==> src/rtl/plddec_pkg.sv <==
// constants, field layouts, term tables and state type of the programmable logic section
package plddec_pkg;

	// ************************************************************
	// input bus layout
	// ************************************************************
	localparam int BUS_W      = 82;
	localparam int BP_ADDR    = 0;
	localparam int BP_CNTL    = 16;
	localparam int BP_RST     = 19;
	localparam int BP_PDN     = 20;
	localparam int BP_PA      = 21;
	localparam int BP_PB      = 29;
	localparam int BP_PC      = 37;
	localparam int BP_PD      = 45;
	localparam int BP_PF      = 49;
	localparam int BP_PAGE    = 57;
	localparam int BP_FBA     = 65;
	localparam int BP_FBB     = 73;
	localparam int BP_RDY     = 81;
	localparam int WIDE_SHIFT = 4;

	// ************************************************************
	// host bus controls (active low), port d clock pin
	// ************************************************************
	localparam int CN_WR      = 0;
	localparam int CN_RD      = 1;
	localparam int CN_PSEN    = 2;
	localparam int PD_CLKIN   = 1;

	// ************************************************************
	// register offsets inside the configuration block
	// ************************************************************
	localparam logic [7:0] OFS_INCELL_A = 8'h18;
	localparam logic [7:0] OFS_INCELL_B = 8'h19;
	localparam logic [7:0] OFS_INCELL_C = 8'h1A;
	localparam logic [7:0] OFS_CELL_A   = 8'h20;
	localparam logic [7:0] OFS_CELL_B   = 8'h21;
	localparam logic [7:0] OFS_MASK_A   = 8'h22;
	localparam logic [7:0] OFS_MASK_B   = 8'h23;
	localparam logic [7:0] OFS_PMR0     = 8'hB0;
	localparam logic [7:0] OFS_PMR2     = 8'hB4;
	localparam logic [7:0] OFS_PAGE     = 8'hE0;
	localparam logic [7:0] OFS_ID0      = 8'hF0;
	localparam logic [7:0] OFS_ID1      = 8'hF1;

	// ************************************************************
	// fields and values after reset
	// ************************************************************
	localparam int         PMR0_FAST_BIT = 3;
	localparam int         PMR2_BITS     = 5;
	localparam logic [7:0] MASK_RST      = 8'h00;
	localparam logic [7:0] PMR0_RST      = 8'h00;
	localparam logic [7:0] PMR2_RST      = 8'h00;
	localparam logic [7:0] PAGE_RST      = 8'h00;
	// identification contents: arbitrary values
	localparam logic [7:0] ID0_VALUE     = 8'h5A;
	localparam logic [7:0] ID1_VALUE     = 8'hA5;

	// ************************************************************
	// standby timing
	// ************************************************************
	localparam int         CLK_PERIOD_NS = 10;
	localparam int         IDLE_NS       = 70;
	localparam int         IDLE_CYCLES   = (IDLE_NS / CLK_PERIOD_NS < 1) ? 1 :
		IDLE_NS / CLK_PERIOD_NS;
	localparam int         IDLE_CNT_W    = 4;
	localparam logic [IDLE_CNT_W-1:0] IDLE_LIMIT = IDLE_CNT_W'(IDLE_CYCLES);

	// ************************************************************
	// product term indices
	// ************************************************************
	localparam int DT_PRI    = 0;
	localparam int DT_SEC    = 24;
	localparam int DT_SRAM   = 36;
	localparam int DT_CFG    = 39;
	localparam int DT_JTAG   = 40;
	localparam int DT_PERIPH = 41;
	localparam int DEC_TERMS = 43;
	localparam int SEL_TERMS = 3;
	localparam int CELLS     = 16;
	localparam int CELL_STRIDE = 8;
	localparam int CT_SUM    = 0;
	localparam int SUM_TERMS = 5;
	localparam int CT_PRESET = 5;
	localparam int CT_CLEAR  = 6;
	localparam int GT_ECS    = 128;
	localparam int GEN_TERMS = 131;

	// default map: configuration block at addresses FF00h..FFFFh, at FF000h..FFFFFh in wide address mode
	localparam logic [BUS_W-1:0] CFG_ADDR_MATCH = 82'hFF00;

	typedef logic [DEC_TERMS-1:0][BUS_W-1:0] plddec_dec_tab_t;
	typedef logic [GEN_TERMS-1:0][BUS_W-1:0] plddec_gen_tab_t;

	function automatic plddec_dec_tab_t plddec_dec_true_def();
		plddec_dec_tab_t t;
		t = '0;
		t[DT_CFG] = CFG_ADDR_MATCH;
		return t;
	endfunction

	localparam logic [DEC_TERMS-1:0] DEC_USED_DEF =
		{{(DEC_TERMS-1-DT_CFG){1'b0}}, 1'b1, {DT_CFG{1'b0}}};

	// ************************************************************
	// complete state of the top module
	// ************************************************************
	typedef struct packed {
		logic [7:0]            cell_a;
		logic [7:0]            cell_b;
		logic [7:0]            mask_a;
		logic [7:0]            mask_b;
		logic [7:0]            pmr0;
		logic [PMR2_BITS-1:0]  pmr2;
		logic [7:0]            page;
		logic [BUS_W-1:0]      bus_prev;
		logic [IDLE_CNT_W-1:0] idle_cnt;
		logic                  standby;
		logic                  wr_n_prev;
		logic                  clkin_prev;
		logic [7:0]            rdata;
		logic                  rd_oe;
	} plddec_state_t;

	localparam plddec_state_t STATE_RST = '{
		mask_a: MASK_RST, mask_b: MASK_RST, pmr0: PMR0_RST,
		pmr2: PMR2_RST[PMR2_BITS-1:0], page: PAGE_RST,
		wr_n_prev: 1'b1, default: '0};

endpackage

==> src/rtl/plddec_top.sv <==
// decode array, general logic array, cell registers and configuration registers
`timescale 1ns/1ps

module plddec_top #(
	parameter plddec_pkg::plddec_dec_tab_t DEC_TRUE  = plddec_pkg::plddec_dec_true_def(),
	parameter plddec_pkg::plddec_dec_tab_t DEC_FALSE = '0,
	parameter logic [plddec_pkg::DEC_TERMS-1:0] DEC_USED = plddec_pkg::DEC_USED_DEF,
	parameter plddec_pkg::plddec_gen_tab_t GEN_TRUE  = '0,
	parameter plddec_pkg::plddec_gen_tab_t GEN_FALSE = '0,
	parameter logic [plddec_pkg::GEN_TERMS-1:0] GEN_USED = '0
) (
	input  wire logic        CLK,
	input  wire logic        NRST,
	input  wire logic [19:0] ADDR,
	input  wire logic        WIDE_ADDR_MODE,
	input  wire logic [2:0]  BUS_CNTL_N,
	input  wire logic [7:0]  DATA_IN,
	output logic [7:0]       DATA_OUT,
	output logic             DATA_OE,
	input  wire logic        POWER_DOWN_IN,
	input  wire logic [7:0]  PORT_A_IN,
	input  wire logic [7:0]  PORT_B_IN,
	input  wire logic [7:0]  PORT_C_IN,
	input  wire logic [3:0]  PORT_D_IN,
	input  wire logic [7:0]  PORT_F_IN,
	input  wire logic        SEC_FLASH_READY,
	output logic [7:0]       PRIMARY_SECTOR_SEL,
	output logic [3:0]       SECONDARY_SECTOR_SEL,
	output logic             SRAM_SEL,
	output logic             CONFIG_BLOCK_SEL,
	output logic             JTAG_PORT_SEL,
	output logic [1:0]       PERIPH_SEL,
	output logic [2:0]       EXT_CHIP_SEL,
	output logic [7:0]       CELL_A_OUT,
	output logic [7:0]       CELL_B_OUT,
	output logic [7:0]       PAGE_OUT,
	output logic             STANDBY
);
	import plddec_pkg::*;

	plddec_state_t          state_r;
	plddec_state_t          state_nxt;
	logic [BUS_W-1:0]       in_bus;
	logic [15:0]            addr_sel;
	logic [2:0]             cntl_gated;
	logic [DEC_TERMS-1:0]   dec_term;
	logic [GEN_TERMS-1:0]   gen_term;
	logic [7:0]             pri_raw;
	logic [3:0]             sec_raw;
	logic                   sram_raw;
	logic                   io_hit;
	logic                   sec_hit;
	logic [CELLS-1:0]       cell_q;
	logic [CELLS-1:0]       cell_d;
	logic [CELLS-1:0]       cell_set;
	logic [CELLS-1:0]       cell_clr;
	logic [CELLS-1:0]       host_mask;
	logic                   wr_end;
	logic                   rd_act;
	logic                   clk_rise;
	logic                   fast_mode;

	// ************************************************************
	// input bus assembly
	// ************************************************************
	assign addr_sel = WIDE_ADDR_MODE ? ADDR[19:WIDE_SHIFT] : ADDR[15:0];
	// a blocked control looks permanently inactive (high) to the arrays
	assign cntl_gated = BUS_CNTL_N | state_r.pmr2[2:0];
	assign cell_q = {state_r.cell_b, state_r.cell_a};

	always_comb begin
		in_bus = '0;
		in_bus[BP_ADDR +: 16] = addr_sel;
		in_bus[BP_CNTL +: 3]  = cntl_gated;
		in_bus[BP_RST]        = ~NRST;
		in_bus[BP_PDN]        = POWER_DOWN_IN;
		in_bus[BP_PA +: 8]    = PORT_A_IN;
		in_bus[BP_PB +: 8]    = PORT_B_IN;
		in_bus[BP_PC +: 8]    = PORT_C_IN;
		in_bus[BP_PD +: 4]    = PORT_D_IN;
		in_bus[BP_PF +: 8]    = PORT_F_IN;
		in_bus[BP_PAGE +: 8]  = state_r.page;
		in_bus[BP_FBA +: 8]   = state_r.cell_a;
		in_bus[BP_FBB +: 8]   = state_r.cell_b;
		in_bus[BP_RDY]        = SEC_FLASH_READY;
	end

	// ************************************************************
	// term arrays, fixed at elaboration
	// ************************************************************
	plddec_and_array #(
		.N          (DEC_TERMS),
		.TRUE_MASK  (DEC_TRUE),
		.FALSE_MASK (DEC_FALSE),
		.USED       (DEC_USED)
	) u_decode_logic_array (
		.in_bus (in_bus),
		.term   (dec_term)
	);

	plddec_and_array #(
		.N          (GEN_TERMS),
		.TRUE_MASK  (GEN_TRUE),
		.FALSE_MASK (GEN_FALSE),
		.USED       (GEN_USED)
	) u_general_logic_array (
		.in_bus (in_bus),
		.term   (gen_term)
	);

	// ************************************************************
	// decode selects
	// ************************************************************
	genvar s;
	generate
		for (s = 0; s < 8; s++) begin : g_pri
			assign pri_raw[s] = |dec_term[DT_PRI + s*SEL_TERMS +: SEL_TERMS];
		end
		for (s = 0; s < 4; s++) begin : g_sec
			assign sec_raw[s] = |dec_term[DT_SEC + s*SEL_TERMS +: SEL_TERMS];
		end
	endgenerate

	assign sram_raw = |dec_term[DT_SRAM +: SEL_TERMS];
	assign io_hit   = sram_raw | dec_term[DT_CFG] | (|dec_term[DT_PERIPH +: 2]);
	assign sec_hit  = |sec_raw;

	// selects stay combinational so decode adds no clock latency
	assign PRIMARY_SECTOR_SEL   = (io_hit | sec_hit) ? 8'h00 : pri_raw;
	assign SECONDARY_SECTOR_SEL = io_hit ? 4'h0 : sec_raw;
	assign SRAM_SEL             = sram_raw;
	assign CONFIG_BLOCK_SEL     = dec_term[DT_CFG];
	assign JTAG_PORT_SEL        = dec_term[DT_JTAG];
	assign PERIPH_SEL           = dec_term[DT_PERIPH +: 2];
	assign EXT_CHIP_SEL         = gen_term[GT_ECS +: 3];

	// ************************************************************
	// output cell logic
	// ************************************************************
	genvar c;
	generate
		for (c = 0; c < CELLS; c++) begin : g_cell
			assign cell_d[c]   = |gen_term[c*CELL_STRIDE + CT_SUM +: SUM_TERMS];
			assign cell_set[c] = gen_term[c*CELL_STRIDE + CT_PRESET];
			assign cell_clr[c] = |gen_term[c*CELL_STRIDE + CT_CLEAR +: 2];
		end
	endgenerate

	assign host_mask = {state_r.mask_b, state_r.mask_a};
	assign clk_rise  = PORT_D_IN[PD_CLKIN] & ~state_r.clkin_prev;
	assign wr_end    = BUS_CNTL_N[CN_WR] & ~state_r.wr_n_prev & dec_term[DT_CFG];
	assign rd_act    = ~BUS_CNTL_N[CN_RD] & dec_term[DT_CFG];
	assign fast_mode = state_r.pmr0[PMR0_FAST_BIT];

	// ************************************************************
	// next state
	// ************************************************************
	always_comb begin
		logic [CELLS-1:0] cells;
		logic [CELLS-1:0] load;
		logic [15:0]      wdata;
		cells = '0;
		load  = '0;
		wdata = '0;
		state_nxt = state_r;
		state_nxt.wr_n_prev  = BUS_CNTL_N[CN_WR];
		state_nxt.clkin_prev = PORT_D_IN[PD_CLKIN];

		// internal cell behaviour: preset, then clear, then clocked data
		for (int i = 0; i < CELLS; i++) begin
			if (cell_set[i]) begin
				cells[i] = 1'b1;
			end else if (cell_clr[i]) begin
				cells[i] = 1'b0;
			end else if (clk_rise) begin
				cells[i] = cell_d[i];
			end else begin
				cells[i] = cell_q[i];
			end
		end

		// host writes at the end of the write strobe
		if (wr_end) begin
			case (ADDR[7:0])
				OFS_CELL_A: begin
					load[7:0]  = ~state_r.mask_a;
					wdata[7:0] = DATA_IN;
				end
				OFS_CELL_B: begin
					load[15:8]  = ~state_r.mask_b;
					wdata[15:8] = DATA_IN;
				end
				OFS_MASK_A: state_nxt.mask_a = DATA_IN;
				OFS_MASK_B: state_nxt.mask_b = DATA_IN;
				OFS_PMR0:   state_nxt.pmr0 = DATA_IN;
				OFS_PMR2:   state_nxt.pmr2 = DATA_IN[PMR2_BITS-1:0];
				OFS_PAGE:   state_nxt.page = DATA_IN;
				default:    state_nxt.page = state_r.page;
			endcase
		end
		// host load beats preset, clear and clock of every unmasked cell of the written group
		cells = (cells & ~load) | (wdata & load);
		state_nxt.cell_a = cells[7:0];
		state_nxt.cell_b = cells[15:8];

		// standby detection on a quiet input bus
		state_nxt.bus_prev = in_bus;
		if (in_bus != state_r.bus_prev) begin
			state_nxt.idle_cnt = '0;
		end else if (state_r.idle_cnt < IDLE_LIMIT) begin
			state_nxt.idle_cnt = state_r.idle_cnt + 1'b1;
		end
		state_nxt.standby = ~fast_mode & (in_bus == state_r.bus_prev) &
			(state_r.idle_cnt >= IDLE_LIMIT - 1'b1);

		// host reads of the configuration block
		state_nxt.rd_oe = rd_act;
		state_nxt.rdata = 8'h00;
		if (rd_act) begin
			case (ADDR[7:0])
				OFS_INCELL_A: state_nxt.rdata = PORT_A_IN;
				OFS_INCELL_B: state_nxt.rdata = PORT_B_IN;
				OFS_INCELL_C: state_nxt.rdata = PORT_C_IN;
				OFS_CELL_A:   state_nxt.rdata = state_r.cell_a;
				OFS_CELL_B:   state_nxt.rdata = state_r.cell_b;
				OFS_MASK_A:   state_nxt.rdata = state_r.mask_a;
				OFS_MASK_B:   state_nxt.rdata = state_r.mask_b;
				OFS_PMR0:     state_nxt.rdata = state_r.pmr0;
				OFS_PMR2:     state_nxt.rdata = {{(8-PMR2_BITS){1'b0}}, state_r.pmr2};
				OFS_PAGE:     state_nxt.rdata = state_r.page;
				OFS_ID0:      state_nxt.rdata = ID0_VALUE;
				OFS_ID1:      state_nxt.rdata = ID1_VALUE;
				default:      state_nxt.rdata = 8'h00;
			endcase
		end
	end

	// ************************************************************
	// state register
	// ************************************************************
	always_ff @(posedge CLK) begin
		if (!NRST) begin
			state_r <= STATE_RST;
		end else begin
			state_r <= state_nxt;
		end
	end

	// ************************************************************
	// registered outputs
	// ************************************************************
	assign DATA_OUT   = state_r.rdata;
	assign DATA_OE    = state_r.rd_oe;
	assign CELL_A_OUT = state_r.cell_a;
	assign CELL_B_OUT = state_r.cell_b;
	assign PAGE_OUT   = state_r.page;
	assign STANDBY    = state_r.standby;

endmodule

==> src/rtl/plddec_and_array.sv <==
// product-term and array: each term ands chosen true and inverted inputs
`timescale 1ns/1ps
module plddec_and_array #(
	parameter int                                   N          = 1,
	parameter logic [N-1:0][plddec_pkg::BUS_W-1:0]  TRUE_MASK  = '0,
	parameter logic [N-1:0][plddec_pkg::BUS_W-1:0]  FALSE_MASK = '0,
	parameter logic [N-1:0]                         USED       = '0
) (
	input  wire logic [plddec_pkg::BUS_W-1:0] in_bus,
	output logic [N-1:0]                      term
);
	import plddec_pkg::*;

	// ************************************************************
	// terms
	// ************************************************************
	genvar i;
	generate
		for (i = 0; i < N; i++) begin : g_term
			// an unused term is held false so it never selects anything
			assign term[i] = USED[i] &
				((in_bus & TRUE_MASK[i]) == TRUE_MASK[i]) &
				((~in_bus & FALSE_MASK[i]) == FALSE_MASK[i]);
		end
	endgenerate

endmodule

==> config.mk <==
export PLATFORM = sky130hd
export DESIGN_NAME = plddec_top
export DESIGN_NICKNAME = d
export VERILOG_FILES = /design/src/rtl/plddec_pkg.sv /design/src/rtl/plddec_top.sv /design/src/rtl/plddec_and_array.sv
export SDC_FILE = /design/constraint.sdc
export NUM_CORES = 1
export LEC_CHECK = 0
export BUFFER_PORTS_ARGS = -buffer_cell sky130_fd_sc_hd__buf_2
export CAP_MARGIN = 20
export CELL_PAD_IN_SITES_DETAIL_PLACEMENT = 1
export CELL_PAD_IN_SITES_GLOBAL_PLACEMENT = 1
export CORE_MARGIN = 2
export CORE_UTILIZATION = 25
export CTS_CLUSTER_DIAMETER = 50
export CTS_CLUSTER_SIZE = 40
export DETAILED_ROUTE_END_ITERATION = 10
export GPL_TIMING_DRIVEN = 0
export PLACE_DENSITY = 0.58
export RECOVER_POWER = 50
export SYNTH_ARGS = -nofsm -noshare
export SYNTH_HDL_FRONTEND = slang
export SYNTH_SLANG_ARGS = --single-unit
export TNS_END_PERCENT = 30
==> constraint.sdc <==
create_clock -name CLK -period 3.7 [get_ports CLK]
set_input_delay 0.37 -clock CLK [delete_from_list [all_inputs] [get_ports CLK]]
set_output_delay 0.37 -clock CLK [all_outputs]
set_load 0.02 [all_outputs]
==> flow_metrics.tcl <==
set metrics [dict create \
    crit-reg2reg-launch "CELL_B_OUT[3]" \
    finalCritPeriodShare 0.682 \
    drv_cap 0 \
    holdCritPathClass "input port to flop" \
    r2r-end "STANDBY" \
    num_vias 5870 \
    required_ns 3.99 \
    critPathLaunch "ADDR[7]" \
    overflow 0 \
    grt_start_max_net_pins 17 \
    reg2reg_depth 5 \
    die_area_um2 30900 \
    core_um2 28900 \
    end_kind "flop" \
    cts_inserted_buffers 17 \
    clockPowerShare 0.468 \
    cts_resized 0 \
    antenna_found_initial 1 \
    r2r_slack_ns 1.18 \
    final.setup_skew_ns 0.0172 \
    clock-sinks 150 \
    power.total_mw 3.81 \
    via_per_inst 4.54 \
    p_switching_mw 0.977 \
    swShare 0.256 \
    fillers 3352 \
    dp_hpwl_um 19500 \
    synth_edf_count 0 \
    drv_slew 0 \
    seqPwrFrac 0.438 \
    finalNetCount 973 \
    fmax_mhz 396 \
    clkSlewWorstSetupHoldPaths_ns 0.07 \
    cts_tree "yes" \
    clk_path_buf_depth 2 \
    min_period_ns 2.52 \
    rsz0062_at_grt "no" \
    routedWlPerCell_um 19.2 \
    post-cts-setup-buffer-count 0 \
    p_leak_nw 3.40 \
    gp_congestion 0.853 \
    drc 0 \
    finalSetupTns_ns 0 \
    pin_count 126 \
    setup_viol 0 \
    ctsHoldBuffers 0 \
    combPwrFrac 0.094 \
    die_h_um 176 \
    fin_area_um2 8990 \
    drive_gt1_frac 0.204 \
    dpl-instance-area_um2 8440 \
    crit_arrival_ns 2.82 \
    cts_max_level 4 \
    die_w_um 176 \
    dp_slack_ns 0.932 \
    synth_ff_type "dfxtp_1" \
    worstPathMaxFanout 8 \
    ys_ff_latch 150 \
    grt_pass1_wl_um 37200 \
    grt_pass1_vias 6101 \
    clk_latency_ns 0.44 \
    diodes 0 \
    synth.cell_area_um2 7370 \
    final_common_cell "dfxtp_1" \
    drt_iter0_markers 352 \
    hp-start "PORT_C_IN[3]" \
    finish.utilization 0.311 \
    clock-root-buffer "clkbuf_16" \
    syn_avg_cell_area_um2 9.75 \
    status "complete, no violations" \
    startpoint_type "input port" \
    min_to "state_r[56]" \
    vdd_ir_drop_max_mv 0.336 \
    pwr_density_cell_nw_per_um2 424 \
    portBuffers 103 \
    synth_cell_types 62 \
    drtPass1Iterations 4 \
    drt_wl_total_um 24800 \
    hold_viol 0 \
    drtAntennaViolNets 0 \
    syn_to_final_growth_pct 21.9 \
    grt_usage 0.163 \
    criticalPathCategory "input port to flop" \
    ys_seq_area_frac 0.407 \
    p_int_mw 2.83 \
    synthCells 756 \
    timing.final.ws_setup_ns 1.18 \
    synthArstFlopShare 0 \
    start_util 0.255 \
    rows 62 \
    worst_slew_pin_slew_ns 1.10 \
    relSlewSlack 0.263 \
    yosysWarnings 0 \
    final_cell_mix "150 x dfxtp_1, 81 x buf_2, 72 x mux2i_1, 59 x xnor2_1, 55 x nor2b_1" \
    hold_path_depth 2 \
]
## power groups by stage
| stage | clock, mW | combinational, mW | sequential (mW) |
|---|---|---|---|
| 2_1_floorplan | 0 | 0.220 | 1.70 |
| 3_3_place_gp | 0 | 0.362 | 1.70 |
| 3_5_place_dp | 0 | 0.365 | 1.70 |
| 4_1_cts | 1.82 | 0.367 | 1.67 |
| 5_1_grt | 1.88 | 0.394 | 1.67 |
| 6_report | 1.78 | 0.360 | 1.67 |
## worst max-delay path, cell delays in order
cell	delay, ns
clkbuf_1	0.17
nor4b_1	0.67
nand2_1	0.25
or4_1	0.62
nand2b_1	0.20
clkbuf_1	0.32
mux2i_1	0.21
## state kept, by name, indices dropped and copies added, names as in the netlist
register and count:
fast_mode 1, STANDBY 1, PAGE_OUT 8, state_r 99
host_mask 16, CELL_B_OUT 8, DATA_OUT 8, CELL_A_OUT 8
DATA_OE 1
## worst max-delay path by stage
stage	slack [ns]	to
floorplan	1.60	CELL_B_OUT[4]
global placement	0.76	DATA_OUT[6]
detailed placement	0.93	PAGE_OUT[5]
CTS	1.10	STANDBY
global route	1.02	host_mask[7]
finish	1.18	host_mask[7]
## metal layers
metal | up-vias | track usage | part of all wire
met5 | - | 0 | 0
met2 | 143 | 0.265 | 0.47
met3 | 29 | 0.0288 | 0.051
li1 | 2832 | - | -
met1 | 2866 | 0.215 | 0.46
met4 | 0 | 0.0623 | 0.020
## through the flow
stage,hold slack (ns),std cells
global route,0.155,1294
global placement,0.463,1262
CTS,0.136,1294
finish,0.150,1294
floorplan,0.449,775
detailed placement,0.476,1263
## logic make-up after synthesis
| group | count (synthesis) | share of synthesized area |
|---|---|---|
| xor+xnor | 65 | 0.0772 |
| compound gates | 83 | 0.0905 |
| mux | 76 | 0.110 |
| buf+inv | 103 | 0.0850 |
| simple gates | 275 | 0.224 |
| other cells | 1 | 0.000509 |
| fa+ha+maj | 3 | 0.00509 |
| flops | 150 | 0.407 |
## cell usage after synthesis (2+ instances only)
master | n | area (um^2)
a2111o_1 | 4 | 45.0
a21oi_1 | 15 | 75.1
a221o_1 | 3 | 30.0
a221oi_1 | 2 | 17.5
a22o_1 | 5 | 43.8
a22oi_1 | 8 | 60.1
a31oi_1 | 7 | 43.8
and2_1 | 66 | 413
and2b_1 | 2 | 15.0
and3_1 | 2 | 12.5
and3b_1 | 2 | 17.5
buf_2 | 3 | 15.0
buf_4 | 53 | 398
buf_6 | 5 | 56.3
clkbuf_1 | 27 | 101
dfxtp_1 | 150 | 3000
ha_1 | 3 | 37.5
inv_1 | 15 | 56.3
mux2i_1 | 72 | 721
mux4_2 | 4 | 90.1
nand2_1 | 45 | 169
nand2b_1 | 23 | 144
nand3_1 | 6 | 30.0
nand4_1 | 16 | 100
nand4b_1 | 3 | 26.3
nor2_1 | 15 | 56.3
nor2b_1 | 55 | 344
nor3_1 | 7 | 35.0
nor3_2 | 6 | 60.1
nor4_1 | 13 | 81.3
nor4b_1 | 3 | 26.3
o2111ai_1 | 3 | 26.3
o21ai_0 | 12 | 60.1
o221ai_1 | 4 | 35.0
o22ai_1 | 2 | 12.5
o311ai_1 | 3 | 26.3
o311ai_4 | 2 | 52.6
o41ai_1 | 2 | 17.5
o41ai_2 | 2 | 32.5
xnor2_1 | 59 | 517
xor2_1 | 6 | 52.6
## layout make-up
type / count / area, um^2 / area share
multi-input combinational: 522 / 3800 / 0.423
sequential: 150 / 3000 / 0.334
buffer: 88 / 563 / 0.0626
timing repair buffer: 104 / 488 / 0.0543
tap: 384 / 480 / 0.0535
clock buffer: 19 / 453 / 0.0504
clock inverter: 12 / 141 / 0.0157
inverter: 15 / 56.3 / 0.00626
Note: power is estimated with default switching activity, not from simulation.
